===== config.mk =====
export PLATFORM = sky130hd
export DESIGN_NAME = led_pwm_intensity_engine
export DESIGN_NICKNAME = d
export VERILOG_FILES = /design/src/pwm_timebase.v /design/src/led_pwm_intensity_engine.v
export VERILOG_INCLUDE_DIRS = /design/src
export SDC_FILE = /design/constraint.sdc
export NUM_CORES = 1
export LEC_CHECK = 0
export BUFFER_PORTS_ARGS = -buffer_cell sky130_fd_sc_hd__buf_2
export CORE_ASPECT_RATIO = 0.5
export CORE_MARGIN = 2
export CORE_UTILIZATION = 35
export DETAILED_ROUTE_END_ITERATION = 8
export MAX_ROUTING_LAYER = met4
export PLACE_DENSITY_LB_ADDON = 0.08
export SKIP_CTS_REPAIR_TIMING = 1
export SYNTH_ARGS = -nofsm -noshare
export SYNTH_HDL_FRONTEND = slang
export SYNTH_HIERARCHICAL = 1
export SYNTH_SLANG_ARGS = --single-unit

===== constraint.sdc =====
create_clock -name clk_sys -period 4.5 [get_ports clk_sys]
set_input_delay 0.45 -clock clk_sys [delete_from_list [all_inputs] [get_ports clk_sys]]
set_output_delay 0.45 -clock clk_sys [all_outputs]
set_load 0.01 [all_outputs]

===== src/led_pwm_defs.vh =====
`ifndef LED_PWM_DEFS_VH
`define LED_PWM_DEFS_VH

// Register offsets
`define ADDR_PIN_LO 8'h00
`define ADDR_PIN_HI 8'h01
`define ADDR_MASTER_GLOBAL 8'h0E
`define ADDR_CONFIG 8'h0F
`define ADDR_INTENSITY_FIRST 8'h10
`define ADDR_INTENSITY_LAST 8'h17
`define ADDR_PIN_TOP 8'h20

// Field positions
`define CFG_GLOBAL_BIT 2
`define MASTER_MSB 7
`define MASTER_LSB 4
`define GLOBAL_MSB 3
`define GLOBAL_LSB 0
`define LAST_PORT_IDX 5'h10

// Reset values
`define RST_MASTER_GLOBAL 8'h00
`define RST_CONFIG 8'h00
`define RST_INTENSITY 8'hFF
`define RST_OE_N 17'h1FFFF
`define RST_RDATA 8'h00

// PWM structure
`define PWM_SLOTS 4'hF
`define PWM_CYCLES 5'h10
`define INTENSITY_STATIC 4'hF

// Timing: system clock and internal PWM oscillator rates
`define SYS_FREQ_HZ 25000000
`define OSC_FREQ_HZ 32000
`define OSC_DIV (`SYS_FREQ_HZ / `OSC_FREQ_HZ)

`endif


===== src/pwm_timebase.v =====
`timescale 1ns/10ps
`default_nettype none
`include "led_pwm_defs.vh"

module pwm_timebase (
    // Clock and reset
    input wire clk_sys,
    input wire rst_n,
    // Control
    input wire run,
    // Position within the PWM period
    output reg [3:0] cycle,
    output reg [3:0] slot,
    output reg step
);

    // Divider end point, cut to the prescaler width on purpose
    localparam integer DIV_FULL = `OSC_DIV - 1;
    localparam [9:0] DIV_LAST = DIV_FULL[9:0];

    reg [9:0] prescale;

    // Oscillator tick from system clock; held still while PWM is off
    always @(posedge clk_sys or negedge rst_n) begin
        if (!rst_n) begin
            prescale <= 10'h000;
            step <= 1'b0;
        end else if (!run) begin
            prescale <= 10'h000;
            step <= 1'b0;
        end else if (prescale == DIV_LAST) begin
            prescale <= 10'h000;
            step <= 1'b1;
        end else begin
            prescale <= prescale + 10'h001;
            step <= 1'b0;
        end
    end

    // 16 cycles per slot, 15 slots per period
    always @(posedge clk_sys or negedge rst_n) begin
        if (!rst_n) begin
            cycle <= 4'h0;
            slot <= 4'h0;
        end else if (!run) begin
            cycle <= 4'h0;
            slot <= 4'h0;
        end else if (step) begin
            cycle <= cycle + 4'h1;
            if (cycle == 4'hF) begin
                if (slot == `PWM_SLOTS - 4'h1) begin
                    slot <= 4'h0;
                end else begin
                    slot <= slot + 4'h1;
                end
            end
        end
    end

endmodule
`default_nettype wire


===== src/led_pwm_intensity_engine.v =====
`timescale 1ns/10ps
`default_nettype none
`include "led_pwm_defs.vh"

module led_pwm_intensity_engine (
    // Clock and reset
    input wire clk_sys,
    input wire rst_n,
    // Register access
    input wire reg_wr,
    input wire reg_rd,
    input wire [7:0] reg_addr,
    input wire [7:0] reg_wdata,
    output reg [7:0] reg_rdata,
    // Blink phase levels and selection
    input wire [16:0] phase0_bits,
    input wire [16:0] phase1_bits,
    input wire blink_enable,
    input wire blink_phase,
    // Open-drain output pins
    input wire [16:0] port_in,
    output wire [16:0] port_out,
    output reg [16:0] port_oe_n,
    // Status
    output wire osc_running
);

    // Intensity and configuration storage
    reg [7:0] master_global_intensity;
    reg [7:0] config_reg;
    reg [7:0] output_intensity [0:7];
    reg [16:0] pin_s1;
    reg [16:0] pin_s2;
    reg [16:0] pin_s3;
    reg [16:0] pin_state;
    reg [16:0] next_oe_n;
    wire [3:0] cycle;
    wire [3:0] slot;
    wire [3:0] master;
    wire [3:0] global_nibble;
    wire global_sel;
    wire pwm_run;
    integer i;
    integer j;
    integer k;

    // Intensity code of one port: global nibble or its own field
    // Even ports use the low nibble of their pair, odd ports the high one
    // The last port always takes the global nibble
    function [3:0] port_code;
        input [4:0] idx;
        input glob;
        input [3:0] gnib;
        input [63:0] packed_regs;
        reg [2:0] r;
        begin
            r = idx[3:1];
            if (glob || idx == `LAST_PORT_IDX) begin
                port_code = gnib;
            end else if (idx[0]) begin
                port_code = packed_regs[r * 8 + 4 +: 4];
            end else begin
                port_code = packed_regs[r * 8 +: 4];
            end
        end
    endfunction

    // True for the eight per-port intensity offsets
    function in_intensity_range;
        input [7:0] addr;
        begin
            in_intensity_range = (addr >= `ADDR_INTENSITY_FIRST) &&
                                 (addr <= `ADDR_INTENSITY_LAST);
        end
    endfunction

    // Flatten the intensity array so one function call can pick any nibble
    reg [63:0] packed_regs;
    always @* begin
        packed_regs = 64'h0;
        for (i = 0; i < 8; i = i + 1) begin
            packed_regs[i * 8 +: 8] = output_intensity[i];
        end
    end

    assign master = master_global_intensity[`MASTER_MSB:`MASTER_LSB];
    assign global_nibble = master_global_intensity[`GLOBAL_MSB:`GLOBAL_LSB];
    assign global_sel = config_reg[`CFG_GLOBAL_BIT];
    // A master nibble of zero stops the timebase; every port is then static
    // and the divider stays still to keep the current low
    assign pwm_run = (master != 4'h0);
    assign osc_running = pwm_run;
    assign port_out = 17'h00000;

    // Timebase runs only while the master nibble is nonzero
    pwm_timebase u_timebase (
        .clk_sys(clk_sys),
        .rst_n(rst_n),
        .run(pwm_run),
        .cycle(cycle),
        .slot(slot),
        .step()
    );

    // Register writes
    // Pin readback offsets are read-only, so writes there are dropped
    always @(posedge clk_sys or negedge rst_n) begin
        if (!rst_n) begin
            master_global_intensity <= `RST_MASTER_GLOBAL;
            config_reg <= `RST_CONFIG;
            for (j = 0; j < 8; j = j + 1) begin
                output_intensity[j] <= `RST_INTENSITY;
            end
        end else if (reg_wr) begin
            if (reg_addr == `ADDR_MASTER_GLOBAL) begin
                master_global_intensity <= reg_wdata;
            end
            if (reg_addr == `ADDR_CONFIG) begin
                config_reg <= reg_wdata;
            end
            if (in_intensity_range(reg_addr)) begin
                output_intensity[reg_addr[2:0]] <= reg_wdata;
            end
        end
    end

    // Register reads, unmapped addresses return zero
    // Read data is registered and holds until the next read strobe
    always @(posedge clk_sys or negedge rst_n) begin
        if (!rst_n) begin
            reg_rdata <= `RST_RDATA;
        end else if (reg_rd) begin
            if (reg_addr == `ADDR_MASTER_GLOBAL) begin
                reg_rdata <= master_global_intensity;
            end else if (reg_addr == `ADDR_CONFIG) begin
                reg_rdata <= config_reg;
            end else if (in_intensity_range(reg_addr)) begin
                reg_rdata <= output_intensity[reg_addr[2:0]];
            end else if (reg_addr == `ADDR_PIN_LO) begin
                reg_rdata <= pin_state[7:0];
            end else if (reg_addr == `ADDR_PIN_HI) begin
                reg_rdata <= pin_state[15:8];
            end else if (reg_addr == `ADDR_PIN_TOP) begin
                reg_rdata <= {7'h00, pin_state[16]};
            end else begin
                reg_rdata <= 8'h00;
            end
        end
    end

    // Pin level readback, a high accepted when stages two and three agree, cleared to low when they differ
    // Stage one may be metastable, so only stage two reads it
    always @(posedge clk_sys or negedge rst_n) begin
        if (!rst_n) begin
            pin_s1 <= 17'h00000;
            pin_s2 <= 17'h00000;
            pin_s3 <= 17'h00000;
            pin_state <= 17'h00000;
        end else begin
            pin_s1 <= port_in;
            pin_s2 <= pin_s1;
            pin_s3 <= pin_s2;
            pin_state <= (pin_state & ~(pin_s2 ^ pin_s3)) | (pin_s2 & ~(pin_s2 ^ pin_s3));
        end
    end

    // Per-port level: on-time drives the phase bit, off-time its inverse
    reg [3:0] code;
    reg level;
    always @* begin
        next_oe_n = 17'h00000;
        code = 4'h0;
        level = 1'b0;
        for (k = 0; k < 17; k = k + 1) begin
            code = port_code(k[4:0], global_sel, global_nibble, packed_regs);
            if (blink_enable && blink_phase) begin
                level = phase1_bits[k];
            end else begin
                level = phase0_bits[k];
            end
            // Off-time shows the inverse, so a phase bit of one flips the duty
            if (!pwm_run || code == `INTENSITY_STATIC) begin
                next_oe_n[k] = level;
            end else if (slot < master && cycle <= code) begin
                next_oe_n[k] = level;
            end else begin
                next_oe_n[k] = ~level;
            end
        end
    end

    // Registered pin enables, low drives the pin low
    // The register keeps decode glitches off ports held static
    always @(posedge clk_sys or negedge rst_n) begin
        if (!rst_n) begin
            port_oe_n <= `RST_OE_N;
        end else begin
            port_oe_n <= next_oe_n;
        end
    end

endmodule
`default_nettype wire


==> reports/summary.txt, run 1 <==
Slew HR - 0.193
Worst path max stage delay - 1.04 ns
DR pass1 iterations - 5
Worst path cell trace - buf_4 > mux2i_1 > ha_1 > nor2b_1 > o211ai_1 > a21oi_1 > o21ai_0 > xor2_1
Post-synth EDFFs - 0
Period utilisation layout - 0.634
CP bufs+invs - 1
Synth cell types - 62
CP Launch Type - flop
Power per Cell Area - 332 nW/um2
Post-synth top area share - 0.253
# DRC - 0
H-tree depth - 4
FP Rows - 45
CP arrival - 3.24 ns
Reg-to-Reg End - port_oe_n[1]
DRT Wirelength - 30.1 mm
Final min period - 2.85 ns
Maximum clock frequency - 0.350 GHz
Final-report hold violation count - 0
Max reg flops - 64
CP Data Required Time - 4.88 ns
Syn Area/Cell - 11.6 um2
Sequential element share of the synthesized area - 0.447
DPL Wire Length - 21.2 mm
DR vias - 7854
# setup viols final - 0
Peak VDD IR - 0.276 mV
Die height - 129 um
Layout cells sized above 1 - 0.327
Top reg by flops - output_intensity
Routed WL per cell - 20.5 um
Final #Nets - 1199
Post-DRT Antenna Nets - 0
Root buf cell - clkbuf_16
Crit path max-delay family - flip-flops
R2r worst-path depth - 8
Worst reg-to-reg setup slack - 1.65 ns
Post-Synthesis Cells - 950
# port buffers - 98
RSZ-0062 raised after global routing - false
Finished Layout Cells - 1469
Die Wd - 254 um
Starting density of the core - 0.359
RR Startpoint - config_reg[2]
Final Skew - 0.0124 ns
Synth Cell Area - 11000 um2
Pleak - 5.53 nW
Full die area - 32900 um2
CTS max path bufs - 2
Vias in the first global route - 7754
Worst-Margin Slew - 1.21 ns
Largest net degree at the start of global routing - 102
Synth Flop Type - dfrtp_1
Most area-consuming cells after synthesis - dfrtp_1 (25%), dfstp_2 (19%), ha_1 (11%), mux2_2 (9.4%), mux2i_1 (7.3%)
Async SR Flop Fraction - 1.00
First-pass GRT wire length - 47.0 mm
CTS tree - built
Max Slew Vio Count - 0
Ant. Diodes - 0
Iter 0 DRT Violations - 397
Setup CP Type - reg2reg
CTS sink cnt - 192
Top cell type by total area after synthesis - dfrtp_1
Initial antenna violation count - 1
Crit-path slowest cell - dfrtp_2
YS warnings - 6
Total track usage - 0.198
Crit path max fanout - 37
Max_cap viols - 0
Outcome - finished, final reports clean
Worst setup EP type - flop
Reg clk slew, reported paths - 0.08 ns
Drt via density - 5.35
Filler cell count - 2921
Worst hold-check path type - in2async
Area grow syn2layout - 13.5%
Worst skew pair latency - 0.46 ns
Placer Congestion - 0.798
Flops & latches, synth - 192
Grt total ovfl - 0
CTS Buf Count - 17
Fin Setup TNS - 0 ns
Core area - 30600 um2
Dpl cells - 1437
Boundary Pins - 116
-- layout make-up --
type / count / area [um2] / share of cell area
Clock buffer: 18 / 439 / 0.0352
Clock inverter: 14 / 164 / 0.0132
Inverter: 49 / 184 / 0.0148
Multi-Input combinational cell: 663 / 5620 / 0.451
Sequential cell: 192 / 4910 / 0.394
Tap cell: 423 / 529 / 0.0425
Timing Repair Buffer: 110 / 614 / 0.0493
-- synth_stat cells, types with 3 or more instances --
cell	n
dfrtp_1	111
ha_1	93
mux2_2	92
a21oi_1	81
dfstp_2	81
mux2i_1	80
inv_1	48
nand2_1	34
o21ai_0	26
a21o_1	25
nor2_1	25
buf_4	20
buf_2	17
clkbuf_1	17
a211oi_1	16
xor2_1	13
nand4_1	12
nor2b_1	12
or4_1	11
a31oi_1	10
mux4_2	10
nand2b_1	10
and4_1	9
o211ai_1	9
and3_1	8
buf_1	8
a22oi_1	6
nand3_1	6
a32oi_1	4
or3_1	4
a21boi_0	3
a311oi_1	3
nor3_1	3
nor4_1	3
o31ai_1	3
-- layout by cell type (no fill, tap or decap), types with 4 or more instances in the layout --
cell type	count
clkbuf_16	17
mux4_2	10
buf_2	97
a31oi_1	10
clkinv_8	5
nor2b_1	12
dfrtp_1	110
and3_1	8
mux2_2	92
buf_4	10
xor2_1	13
a21o_1	25
mux2i_1	80
a22oi_1	6
inv_1	48
nand2_1	34
or3_1	4
and4_1	9
nand4_1	12
a211oi_1	16
dfstp_2	81
nand2b_1	10
conb_1	17
nor2_1	25
o21ai_0	26
ha_1	93
nand3_1	6
a32oi_1	4
a21oi_1	81
or4_1	11
o211ai_1	9
-- cells by family (layout without fill, tap and decap cells) --
| family | Yosys count | after routing | synth area share |
|---|---|---|---|
| xor gates and xnor gates | 15 | 15 | 0.0120 |
| muxes | 182 | 182 | 0.188 |
| AOI/OAI and AO/OA | 198 | 198 | 0.113 |
| and+or+nand+nor | 158 | 158 | 0.0871 |
| other | 1 | 17 | 0.000342 |
| DFF | 192 | 192 | 0.447 |
| buffers and inverters | 111 | 191 | 0.0467 |
| adders and majority gates | 93 | 93 | 0.106 |
-- stage by stage --
stage / utilization / hold slack, ns / worst slack (ns) / power (mW) / area (um2)
2_1_floorplan: - / 0.154 / 2.41 / 2.36 / 11000
3_3_place_gp: 0.388 / 0.332 / 1.64 / 2.60 / 11900
3_5_place_dp: 0.388 / 0.336 / 1.66 / 2.62 / 11900
4_1_cts: 0.408 / 0.0692 / 1.68 / 4.20 / 12500
5_1_grt: 0.408 / 0.0641 / 1.40 / 4.35 / 12500
6_report: 0.408 / 0.0667 / 1.65 / 4.14 / 12500
-- power by group --
part	internal [mW]	switching, mW
clock network	0.763	0.798
logic	0.256	0.350
registers	1.88	0.0839
total	2.90	1.23
-- worst max path at each step --
stage	from	to	slack, ns	cells past startpoint
after floorplan	config_reg[2]	port_oe_n[1]	2.41	10
final	config_reg[2]	port_oe_n[1]	1.65	8
after global placement	reg_addr[2]	master_global_intensity[3]	1.64	6
after global routing	config_reg[2]	port_oe_n[1]	1.40	8
after CTS	config_reg[2]	port_oe_n[1]	1.68	8
after detailed placement	reg_addr[5]	output_intensity[9]	1.66	6
-- per-layer routing --
metal,vias up,global-route usage,part of all wire
met1,4055,0.277,0.50
met3,21,0.0376,0.038
met4,0,0.0412,0.010
met5,-,-,0
li1,3638,-,-
met2,140,0.301,0.45
No activity file was read; power rests on OpenSTA's default activity.
==> run 2: changes to the inputs <==
==> constraint.sdc (replaced) <==
create_clock -name clk_sys -period 2.95 [get_ports clk_sys]
set_input_delay 0.295 -clock clk_sys [delete_from_list [all_inputs] [get_ports clk_sys]]
set_output_delay 0.295 -clock clk_sys [all_outputs]
set_load 0.01 [all_outputs]
==> run 2 against run 1 <==
  * Via count grew 0.92%
  * Hold slack gained 0.067 ns
  * Utilization grew 1.3 points
  * Combinational power grew 63%
  * Clock skew grew 0.0042 ns
  * Critical path depth shrank 1
  * Maximum frequency grew 20%
  * Setup slack lost 1.1 ns
  * Largest cell class unchanged
  * Largest power group unchanged
  * Highest routed layer unchanged
==> reports/summary.txt, run 2 (synthesized netlist as in run 1, its figures left out) <==
Final worst slack - 0.577 ns
Slew HR - 0.508
Root buf cell - clkbuf_16
Setup crit start - master_global_intensity[1]
Total track usage - 0.202
CTS Buf Count - 17
Routed WL per cell - 20.6 um
CTS tree - built
Reg clk slew, reported paths - 0.08 ns
Final-report hold violation count - 0
Pre-CTS WS - 0.553 ns
Grt total ovfl - 0
# port buffers - 98
First-pass GRT wire length - 47.7 mm
CP arrival - 2.76 ns
Vias in the first global route - 7805
RR Startpoint - master_global_intensity[1]
Final #Nets - 1236
Power per Cell Area - 506 nW/um2
Dpl cells - 1456
DPL Wire Length - 22.4 mm
Fin area - 12900 um2
# setup viols final - 0
DR pass1 iterations - 4
Crit path max fanout - 15
Max_cap viols - 0
Iter 0 DRT Violations - 497
Area grow syn2layout - 17.1%
Worst path cell trace - mux2i_1 > ha_1 > nor2b_1 > o211ai_1 > a21oi_1 > o21ai_0 > xor2_1
Core area - 30600 um2
Crit-path slowest cell - dfrtp_1
Full die area - 32900 um2
Largest net degree at the start of global routing - 75
Placer Congestion - 0.810
Post-DRT Antenna Nets - 0
Die Wd - 254 um
CP Launch Type - flop
Dpl cell area - 12100 um2
RSZ-0062 raised after global routing - false
Drt via density - 5.26
Post-Route Utilization - 0.421
Initial antenna violation count - 1
Clk pwr share - 0.389
DRT Wirelength - 31.1 mm
Worst skew pair latency - 0.46 ns
Combinational share of power - 0.152
# DRC - 0
P_sw - 1.84 mW
FP Rows - 45
Fin Hold WS - 0.134 ns
Final min period - 2.37 ns
Pint - 4.67 mW
Finished Layout Cells - 1506
Max Slew Vio Count - 0
CP Data Required Time - 3.33 ns
Top reg by flops - output_intensity
Layout cells sized above 1 - 0.332
Starting density of the core - 0.359
DR vias - 7926
Worst setup EP type - flop
Commonest non-fill, non-tap cell in the layout - dfrtp_1
Fin Setup TNS - 0 ns
Worst-Margin Slew - 0.728 ns
Power Total - 6.51 mW
Setup CP Type - reg2reg
CTS sink cnt - 192
Pleak - 5.72 nW
Worst hold-check path type - in2reg
Worst path max stage delay - 0.82 ns
HP Start - phase1_bits[16]
Sw frac - 0.283
Period utilisation layout - 0.804
H-tree depth - 4
CTS max path bufs - 2
Most frequent cells in the layout - dfrtp_1 (110), buf_2 (97), ha_1 (93)
Max reg flops - 64
Maximum clock frequency - 0.421 GHz
Flop pwr share - 0.459
Die height - 129 um
Outcome - finished, final reports clean
Boundary Pins - 116
Peak VDD IR - 0.434 mV
Final Skew - 0.0166 ns
==> run 2: cell types whose count changed in the layout (fill, tap and decap cells not counted), moves of 3 or more <==
cell,delta
buf_12,+4
buf_4,+15
bufinv_16,+3
clkinv_8,-4
dlygate4sd3_1,+18
==> run 2: final timing paths <==
| kind | end | depth (start not counted) | slack [ns] |
|---|---|---|---|
| hold reg to reg | pin_s2[11] | 0 | 0.35 |
| hold / removal | port_oe_n[16] | 3 | 0.13 |
| min in group asynchronous | pin_s1[12] | 2 | 0.45 |
| setup / recovery | port_oe_n[5] | 7 | 0.58 |
| setup reg to reg | port_oe_n[5] | 7 | 0.58 |
| max in group asynchronous | output_intensity[55] | 3 | 1.71 |
==> run 2: power by group through the flow <==
stage / Combinational (mW) / Sequential [mW] / Clock, mW
finish: 0.987 / 2.99 / 2.53
global placement: 0.957 / 3.04 / 0
floorplan: 0.583 / 3.02 / 0
global route: 1.10 / 3.01 / 2.71
CTS: 0.984 / 2.99 / 2.60
detailed placement: 0.979 / 3.04 / 0
==> run 2: worst max-delay path: cells and delay by family (launching register included) <==
kind,cells,cell delay (ns)
multiplexers,1,0.23
XOR/XNOR,1,0.18
AND/OR/NAND/NOR,1,0.14
AO/OA/AOI/OAI,3,0.60
adder cells (fa/ha/maj),1,0.34
flip-flops,1,0.82
==> run 2: area by class of cell <==
class	instances	area, um2
flip-flops and latches	192	4910
repair buffers	147	987
well taps	423	529
clock buffers	18	429
multi-input cells	663	5620
inverters	49	184
clock inverters	13	196
diodes	1	2.50
fillers	2927	17700
==> run 2: layer usage <==
layer	share of wire	global-route usage	up-vias
li1	-	-	3710
met1	0.51	0.282	4039
met2	0.44	0.300	147
met3	0.033	0.0348	30
met4	0.016	0.0571	0
met5	0	-	-
